--- src/core/adcc_pkg.sv ---
// package of constants and types for the converter control block
`default_nettype none
package adcc_pkg;
    localparam logic [7:0] ADDR_CONTROL = 8'h00;
    localparam logic [7:0] ADDR_CLOCK_SELECT = 8'h04;
    localparam logic [7:0] ADDR_IRQ_STATUS = 8'h08;
    localparam logic [7:0] ADDR_IRQ_MASK = 8'h0C;
    localparam logic [7:0] ADDR_IRQ_CONTROL = 8'h10;
    localparam logic [7:0] ADDR_RESULT_LOW = 8'h14;
    localparam logic [7:0] ADDR_RESULT_HIGH = 8'h18;
    // converter_control fields
    localparam int CTRL_START_BIT = 7;
    localparam int CTRL_DONE_N_BIT = 6;
    localparam int CTRL_PIN_SEL_LSB = 3;
    localparam int CTRL_CHAN_LSB = 0;
    // converter_clock_select fields
    localparam int CSEL_DISABLE_BIT = 7;
    localparam int CSEL_DIV_LSB = 0;
    // interrupt_control_reg fields
    localparam int ICTL_GLOBAL_BIT = 0;
    localparam int ICTL_CONV_BIT = 1;
    localparam int ICTL_REQ_BIT = 2;
    localparam logic [7:0] CONTROL_RESET = 8'h40;
    localparam logic [7:0] CLOCK_SELECT_RESET = 8'h81;
    localparam logic [2:0] DIV_CODE_2 = 3'h0;
    localparam logic [2:0] DIV_CODE_8 = 3'h1;
    localparam logic [2:0] DIV_CODE_32 = 3'h2;
    localparam logic [2:0] PIN_SEL_ALL = 3'h7;
    localparam int DIV_2 = 2;
    localparam int DIV_8 = 8;
    localparam int DIV_32 = 32;
    localparam int CONV_PERIODS = 16;
    localparam int RESULT_WIDTH = 12;
    typedef enum logic [1:0] {ADCC_IDLE, ADCC_HELD, ADCC_CONVERT} adcc_state_t;
endpackage
`default_nettype wire

--- src/core/adcc_top.sv ---
// converter control: start handshake, sequencer, power, pins, apb registers
`default_nettype none
module adcc_top #(
    // conversion length in conversion clock periods; the counter holds up to 32
    parameter int CONV_PERIODS = adcc_pkg::CONV_PERIODS
) (
    input wire logic clock_in,
    input wire logic rst_n_in,
    input wire logic psel_in,
    input wire logic penable_in,
    input wire logic pwrite_in,
    input wire logic [7:0] paddr_in,
    input wire logic [31:0] pwdata_in,
    output logic [31:0] prdata_out,
    output logic pready_out,
    output logic pslverr_out,
    input wire logic [7:0] port_direction_reg_in,
    input wire logic [7:0] port_pullup_in,
    input wire logic [11:0] sar_result_in,
    output logic analog_power_out,
    output logic converter_reset_out,
    output logic sample_strobe_out,
    output logic [7:0] analog_pin_enable_out,
    output logic [2:0] channel_select_out,
    output logic [7:0] port_direction_out,
    output logic [7:0] port_pullup_out,
    output logic irq_out
);
    typedef struct packed {
        logic [7:0] control;
        logic [7:0] clock_select;
        logic [1:0] irq_status;
        logic [1:0] irq_mask;
        logic global_irq_enable;
        logic converter_irq_enable;
        logic start_prev;
        adcc_pkg::adcc_state_t seq;
        logic [4:0] period_count;
        logic [11:0] result;
        logic [31:0] rdata;
    } adcc_top_state_t;

    adcc_top_state_t state;
    adcc_top_state_t next_state;
    logic rst_sync_1;
    logic rst_n;
    logic conv_tick;
    logic start_bit;
    logic [2:0] pin_select;
    logic powered;
    logic wr;
    logic rd;
    logic mapped;
    logic done_event;
    logic [7:0] wbyte;

    // the period counter is five bits wide
    if (CONV_PERIODS < 1 || CONV_PERIODS > 32) begin : g_bad_periods
        $error("conversion length does not fit the period counter");
    end

    ////////////////////////////////////////////////////////////////////////
    // reset release through two flops
    always_ff @(posedge clock_in or negedge rst_n_in) begin
        if (!rst_n_in) begin
            rst_sync_1 <= 1'b0;
            rst_n <= 1'b0;
        end else begin
            rst_sync_1 <= 1'b1;
            rst_n <= rst_sync_1;
        end
    end

    ////////////////////////////////////////////////////////////////////////
    assign start_bit = state.control[adcc_pkg::CTRL_START_BIT];
    assign pin_select = state.control[adcc_pkg::CTRL_PIN_SEL_LSB +: 3];
    // either method turns the analog side off on its own
    assign powered = (pin_select != 3'h0)
        && !state.clock_select[adcc_pkg::CSEL_DISABLE_BIT];
    assign wr = psel_in && penable_in && pwrite_in;
    assign rd = psel_in && !penable_in && !pwrite_in;
    assign wbyte = pwdata_in[7:0];
    assign mapped = paddr_in == adcc_pkg::ADDR_CONTROL
        || paddr_in == adcc_pkg::ADDR_CLOCK_SELECT
        || paddr_in == adcc_pkg::ADDR_IRQ_STATUS
        || paddr_in == adcc_pkg::ADDR_IRQ_MASK
        || paddr_in == adcc_pkg::ADDR_IRQ_CONTROL
        || paddr_in == adcc_pkg::ADDR_RESULT_LOW
        || paddr_in == adcc_pkg::ADDR_RESULT_HIGH;

    adcc_divider u_divider (
        .clock_in(clock_in),
        .rst_n_in(rst_n),
        .run_in(state.seq == adcc_pkg::ADCC_CONVERT && powered),
        .div_select_in(state.clock_select[adcc_pkg::CSEL_DIV_LSB +: 3]),
        .tick_out(conv_tick)
    );

    ////////////////////////////////////////////////////////////////////////
    always_comb begin
        next_state = state;
        done_event = 1'b0;
        next_state.start_prev = start_bit;
        // sequencer
        case (state.seq)
            adcc_pkg::ADCC_IDLE: begin
                if (start_bit) begin
                    next_state.seq = adcc_pkg::ADCC_HELD;
                end
            end
            adcc_pkg::ADCC_HELD: begin
                next_state.period_count = 5'h00;
                // the falling edge after a high phase is the trigger
                if (state.start_prev && !start_bit) begin
                    next_state.seq = adcc_pkg::ADCC_CONVERT;
                end
            end
            adcc_pkg::ADCC_CONVERT: begin
                if (start_bit) begin
                    next_state.seq = adcc_pkg::ADCC_HELD;
                end else if (!powered) begin
                    // powered off mid-conversion abandons it, flag stays high
                    next_state.seq = adcc_pkg::ADCC_IDLE;
                end else if (conv_tick) begin
                    if (state.period_count == 5'(CONV_PERIODS - 1)) begin
                        next_state.seq = adcc_pkg::ADCC_IDLE;
                        done_event = 1'b1;
                    end else begin
                        next_state.period_count = state.period_count + 5'h01;
                    end
                end
            end
            default: next_state.seq = adcc_pkg::ADCC_IDLE;
        endcase

        // apb writes
        if (wr) begin
            case (paddr_in)
                adcc_pkg::ADDR_CONTROL: begin
                    next_state.control[adcc_pkg::CTRL_START_BIT] = wbyte[adcc_pkg::CTRL_START_BIT];
                    next_state.control[5:0] = wbyte[5:0];
                end
                adcc_pkg::ADDR_CLOCK_SELECT: next_state.clock_select = wbyte;
                adcc_pkg::ADDR_IRQ_STATUS: next_state.irq_status = state.irq_status & ~wbyte[1:0];
                adcc_pkg::ADDR_IRQ_MASK: next_state.irq_mask = wbyte[1:0];
                adcc_pkg::ADDR_IRQ_CONTROL: begin
                    next_state.global_irq_enable = wbyte[adcc_pkg::ICTL_GLOBAL_BIT];
                    next_state.converter_irq_enable = wbyte[adcc_pkg::ICTL_CONV_BIT];
                    if (!wbyte[adcc_pkg::ICTL_REQ_BIT]) begin
                        next_state.irq_status[0] = 1'b0;
                    end
                end
                default: ;
            endcase
        end

        // done flag: held high while start high, cleared by hardware at end
        if (start_bit || next_state.control[adcc_pkg::CTRL_START_BIT]) begin
            next_state.control[adcc_pkg::CTRL_DONE_N_BIT] = 1'b1;
        end else if (done_event) begin
            next_state.control[adcc_pkg::CTRL_DONE_N_BIT] = 1'b0;
        end
        // status bit 0: conversion complete request, bit 1: power dropped mid conversion
        if (done_event) begin
            next_state.irq_status[0] = 1'b1;
            next_state.result = sar_result_in;
        end
        if (state.seq == adcc_pkg::ADCC_CONVERT && !powered && !start_bit) begin
            next_state.irq_status[1] = 1'b1;
        end

        // apb read data captured in setup so it comes from a flop
        if (rd) begin
            case (paddr_in)
                adcc_pkg::ADDR_CONTROL: next_state.rdata = {24'h000000, state.control};
                adcc_pkg::ADDR_CLOCK_SELECT: next_state.rdata = {24'h000000, state.clock_select};
                adcc_pkg::ADDR_IRQ_STATUS: next_state.rdata = {30'h00000000, state.irq_status};
                adcc_pkg::ADDR_IRQ_MASK: next_state.rdata = {30'h00000000, state.irq_mask};
                adcc_pkg::ADDR_IRQ_CONTROL: next_state.rdata = {29'h00000000,
                    state.irq_status[0], state.converter_irq_enable, state.global_irq_enable};
                adcc_pkg::ADDR_RESULT_LOW: next_state.rdata = {24'h000000, state.result[7:0]};
                adcc_pkg::ADDR_RESULT_HIGH: next_state.rdata = {28'h0000000, state.result[11:8]};
                default: next_state.rdata = 32'h00000000;
            endcase
        end
    end

    always_ff @(posedge clock_in or negedge rst_n) begin
        if (!rst_n) begin
            state <= '0;
            state.control <= adcc_pkg::CONTROL_RESET;
            state.clock_select <= adcc_pkg::CLOCK_SELECT_RESET;
            state.seq <= adcc_pkg::ADCC_IDLE;
        end else begin
            state <= next_state;
        end
    end

    ////////////////////////////////////////////////////////////////////////
    // pin routing and outputs
    genvar pin;
    generate
        for (pin = 0; pin < 8; pin++) begin : g_pin
            // code 111 takes all eight, n takes the lowest n
            assign analog_pin_enable_out[pin] = (pin_select == adcc_pkg::PIN_SEL_ALL)
                || (3'(pin) < pin_select);
            // analog pins force input and drop the pull-up
            assign port_direction_out[pin] = analog_pin_enable_out[pin]
                ? 1'b1 : port_direction_reg_in[pin];
            assign port_pullup_out[pin] = port_pullup_in[pin]
                && !analog_pin_enable_out[pin];
        end
    endgenerate

    assign channel_select_out = state.control[adcc_pkg::CTRL_CHAN_LSB +: 3];
    assign analog_power_out = powered;
    // start high resets at once, not a cycle later through the sequencer
    assign converter_reset_out = (state.seq != adcc_pkg::ADCC_CONVERT)
        || start_bit;
    assign sample_strobe_out = conv_tick;
    // both enables needed, plus the mask of the status register
    assign irq_out = |(state.irq_status & state.irq_mask) && state.global_irq_enable
        && state.converter_irq_enable;
    assign prdata_out = state.rdata;
    assign pready_out = 1'b1;
    assign pslverr_out = psel_in && penable_in && !mapped;
endmodule
`default_nettype wire

--- src/core/adcc_divider.sv ---
// conversion clock enable divider
`default_nettype none
module adcc_divider (
    input wire logic clock_in,
    input wire logic rst_n_in,
    input wire logic run_in,
    input wire logic [2:0] div_select_in,
    output logic tick_out
);
    typedef struct packed {
        logic [4:0] count;
        logic tick;
    } adcc_div_state_t;
    adcc_div_state_t state;
    adcc_div_state_t next_state;
    logic [5:0] ratio;

    always_comb begin
        case (div_select_in)
            adcc_pkg::DIV_CODE_2: ratio = 6'(adcc_pkg::DIV_2);
            adcc_pkg::DIV_CODE_8: ratio = 6'(adcc_pkg::DIV_8);
            adcc_pkg::DIV_CODE_32: ratio = 6'(adcc_pkg::DIV_32);
            default: ratio = 6'h00; // undefined codes give no clock
        endcase
    end

    always_comb begin
        next_state = state;
        next_state.tick = 1'b0;
        if (!run_in || ratio == 6'h00) begin
            next_state.count = 5'h00;
        end else if ({1'b0, state.count} == ratio - 6'h01) begin
            next_state.count = 5'h00;
            next_state.tick = 1'b1;
        end else begin
            next_state.count = state.count + 5'h01;
        end
    end

    always_ff @(posedge clock_in or negedge rst_n_in) begin
        if (!rst_n_in) begin
            state <= '0;
        end else begin
            state <= next_state;
        end
    end

    assign tick_out = state.tick;
endmodule
`default_nettype wire

--- config.mk ---
export PLATFORM = sky130hd
export DESIGN_NAME = adcc_top
export DESIGN_NICKNAME = d
export VERILOG_FILES = /design/src/core/adcc_pkg.sv /design/src/core/adcc_top.sv /design/src/core/adcc_divider.sv
export SDC_FILE = /design/constraint.sdc
export NUM_CORES = 1
export LEC_CHECK = 0
export ABC_AREA = 1
export BUFFER_PORTS_ARGS = -buffer_cell sky130_fd_sc_hd__clkbuf_2
export CORE_MARGIN = 5
export CORE_UTILIZATION = 52
export DETAILED_ROUTE_END_ITERATION = 10
export HOLD_SLACK_MARGIN = 0.1
export PLACE_DENSITY_LB_ADDON = 0.2
export REMOVE_ABC_BUFFERS = 1
export SLEW_MARGIN = 15
export SYNTH_ARGS = -nofsm -noshare
export SYNTH_HDL_FRONTEND = slang
export SYNTH_SLANG_ARGS = --single-unit
--- constraint.sdc ---
create_clock -name clock_in -period 4.2 [get_ports clock_in]
set_clock_uncertainty 0.15 [all_clocks]
set_input_delay 0.21 -clock clock_in [delete_from_list [all_inputs] [get_ports clock_in]]
set_output_delay 0.21 -clock clock_in [all_outputs]
set_load 0.005 [all_outputs]
==> results.yml <==
outcome:
  outcome: "completed"
final_layout:
  drive_above_1_share_pct: 26.33
  mostFrequentLayoutCell: "nand2_1"
  fillers: 559
  diodes: 0
  final_core_utilization_pct: 64.63
  nets: 619
  fin_cells: 624
  area_growth_pct: 21.32
  final_cell_mix: "125 x nand2_1, 88 x clkbuf_2, 54 x dfrtp_1, 41 x nand3_1, 38 x inv_1"
routing:
  drtAntennaViolNets: 0
  routedWlPerCell_um: 12.61
  firstDrtPassIters: 4
  via_count: 2967
  drc: 0
  initialDrtViolationCount: 151
  vias_per_cell: 4.755
  drt_wl_total_mm: 7.866
power:
  p_leak_nw: 2.205
  p_per_area_mw_per_mm2: 287.3
  peakVddDrop_uv: 242.7
global_routing:
  grt_overflow: 0
  grt_max_degree: 57
  grt_pass1_wl_mm: 13.57
  antenna_found_initial: 0
  grt_pass1_vias: 2934
  track_usage_pct: 19.89
floorplan:
  fp.coreArea_mm2: 0.006314
  io_pins: 138
  rows: 29
  dieHeight_um: 90.42
  start_util_pct: 53.27
  fp.dieW_um: 90.42
  dieArea_mm2: 0.008176
yosys:
  synth_warnings: 0
  netlist_instances: 438
  synth_cell_types: 36
  post_synth.cell_area_avg_um2: 7.679
  synth_seq_cells: 58
  yosysSeqAreaShare_pct: 43.27
  syn_area_mm2: 0.003363
timing:
  finalSetupViolations: 0
  min_period_ps: 2309
  tightest_slew_ps: 691.6
  setup_ws_ps: 1891
  fmax_mhz: 433.0
  fin_crit_sh_pct: 54.98
  slew_violations: 0
  final-hold-violation-count: 0
  slew_headroom_pct: 53.89
  holdWs_ps: 133.6
  finalSetupTns_ps: 0
  grt_setup_unrepaired: "false"
min_path:
  holdPathStages: 5
  hold_class: "input port to flip-flop"
  min_to: "prdata_out[6]$_DFFE_PN0P_"
  min-delay-start: "psel_in"
clocking:
  numCtsBuffers: 9
  cts_tree: "built"
  clockRootBuffer: "clkbuf_8"
  clockBufferDepth: 2
  insertion_delay_ps: 330
  clk_pin_slew_ps: 70
  htreeDepth: 3
  clock_sinks: 58
  cts_resized: 0
critical_path:
  cp_max_fo: 14
  worst-r2r-cell-count: 9
  worstPathArrival_ps: 2370
  worstSetupPathType: "flip-flop to flip-flop"
  r2r_start: "state[44]$_DFFE_PN0P_"
  end_kind: "flip-flop"
  cp_data_required_time_ps: 4260
  r2r_setup_slack_ps: 1890
  start_kind: "flip-flop"
  r2r_end: "state[35]$_DFFE_PN0P_"
placed_design:
  place_congestion: 0.8831
  portBuffers: 88
  dp.cells: 584
  dp_hpwl_mm: 5.883
  place_ws_ps: 1874
run:
  drv_cap: 0
registers in the layout (all words and copies together), names as in the netlist:
| name | flops |
|---|---|
| next_state | 1 |
| state | 35 |
| rst_n | 1 |
| rst_sync_1 | 1 |
| channel_select_out | 3 |
| prdata_out | 8 |
| pin_select | 3 |
| u_divider.state | 5 |
| u_divider.tick_out | 1 |
Yosys cell counts:
master	instances	area (um2)
o31ai_4	1	21.27
clkbuf_1	1	3.750
mux2_1	1	11.26
or2_2	7	43.79
nand3b_1	1	7.510
o21ai_0	7	35.03
inv_1	38	142.6
nand2_2	5	31.28
nor3_2	1	10.01
dfstp_2	3	78.83
inv_2	12	45.04
o31ai_1	1	7.510
buf_4	39	292.8
nor3_1	2	10.01
nand2_4	2	22.52
ha_1	4	50.05
conb_1	2	7.510
buf_2	3	15.01
dfrtp_1	55	1376
nor2_4	5	56.30
buf_6	1	11.26
nand4_1	1	6.260
o41ai_1	1	8.760
nor2_2	3	18.77
nand3_1	41	205.2
nand2_1	125	469.2
o21ai_1	22	110.1
xnor2_1	1	8.760
nand3_2	1	10.01
or2_1	2	12.51
xor2_1	3	26.28
nor2_1	37	138.9
a21oi_1	6	30.03
o211ai_1	2	15.01
nor3b_1	1	7.510
nor3_4	1	16.27
worst max path at each step:
stage                                     start                    end
after floorplan           state[44]$_DFFE_PN0P_  state[32]$_DFFE_PN0P_
after global placement    state[44]$_DFFE_PN0P_  state[35]$_DFFE_PN0P_
after detailed placement  state[44]$_DFFE_PN0P_  state[40]$_DFFE_PN0P_
after CTS                 state[44]$_DFFE_PN0P_  state[35]$_DFFE_PN0P_
after global routing      state[44]$_DFFE_PN0P_  state[41]$_DFFE_PN0P_
final                     state[44]$_DFFE_PN0P_  state[35]$_DFFE_PN0P_
kinds of logic (layout without fill, tap and decap cells):
| group | after synthesis | count (layout) | share of synthesized area [%] |
|---|---|---|---|
| buffers and inverters | 94 | 179 | 15.18 |
| flip-flops | 58 | 58 | 43.27 |
| AO/OA/AOI/OAI | 40 | 40 | 6.771 |
| adder cells (fa/ha/maj) | 4 | 4 | 1.488 |
| multiplexers | 1 | 1 | 0.3348 |
| other | 2 | 26 | 0.2233 |
| AND/OR/NAND/NOR | 235 | 235 | 31.70 |
| XOR/XNOR | 4 | 4 | 1.042 |
metal layers:
metal | track usage (%) | vias up | share of wire (%)
met3 | 5.083 | 16 | 5.9
met5 | 0 | - | 0
li1 | - | 1519 | -
met1 | 25.16 | 1344 | 43
met2 | 32.74 | 88 | 50
met4 | 7.320 | 0 | 1.9
worst max-delay path, stage by stage, from the launching register on:
cell and delay [ps]:
dfrtp_1 390, ha_1 180, nand2_1 70, nor2_1 90, ha_1 210, nand2_1 120, nor3_4 540, inv_2 250
nand2_1 120, nand2_1 50
area by class of cell:
| class | instances | area, um2 | share of cell area [%] |
|---|---|---|---|
| Clock buffer | 13 | 148.9 | 3.649 |
| Timing Repair Buffer | 113 | 688.2 | 16.87 |
| Tap cell | 77 | 96.34 | 2.361 |
| Clock inverter | 3 | 15.01 | 0.3680 |
| Inverter | 50 | 187.7 | 4.600 |
| Sequential cell | 58 | 1456 | 35.69 |
| Multi-Input combinational cell | 310 | 1488 | 36.46 |
where the power goes:
| part | internal, mW | switching (mW) |
|---|---|---|
| Sequential | 0.570 | 0.0104 |
| Clock | 0.228 | 0.215 |
| Combinational | 0.0612 | 0.0869 |
| Total | 0.860 | 0.313 |
timing repair:
action,in CTS,in global routing
hold buffers,24,0
buffers inserted,0,0
endpoints found under the hold margin,40,0
stage by stage:
step                cell area (um2)  power (mW)
global placement               3676      0.7193
global route                   4080       1.236
finish                         4080       1.172
floorplan                      3131      0.6686
detailed placement             3676      0.7222
CTS                            4080       1.180
Note: power is estimated with default switching activity, not from simulation.
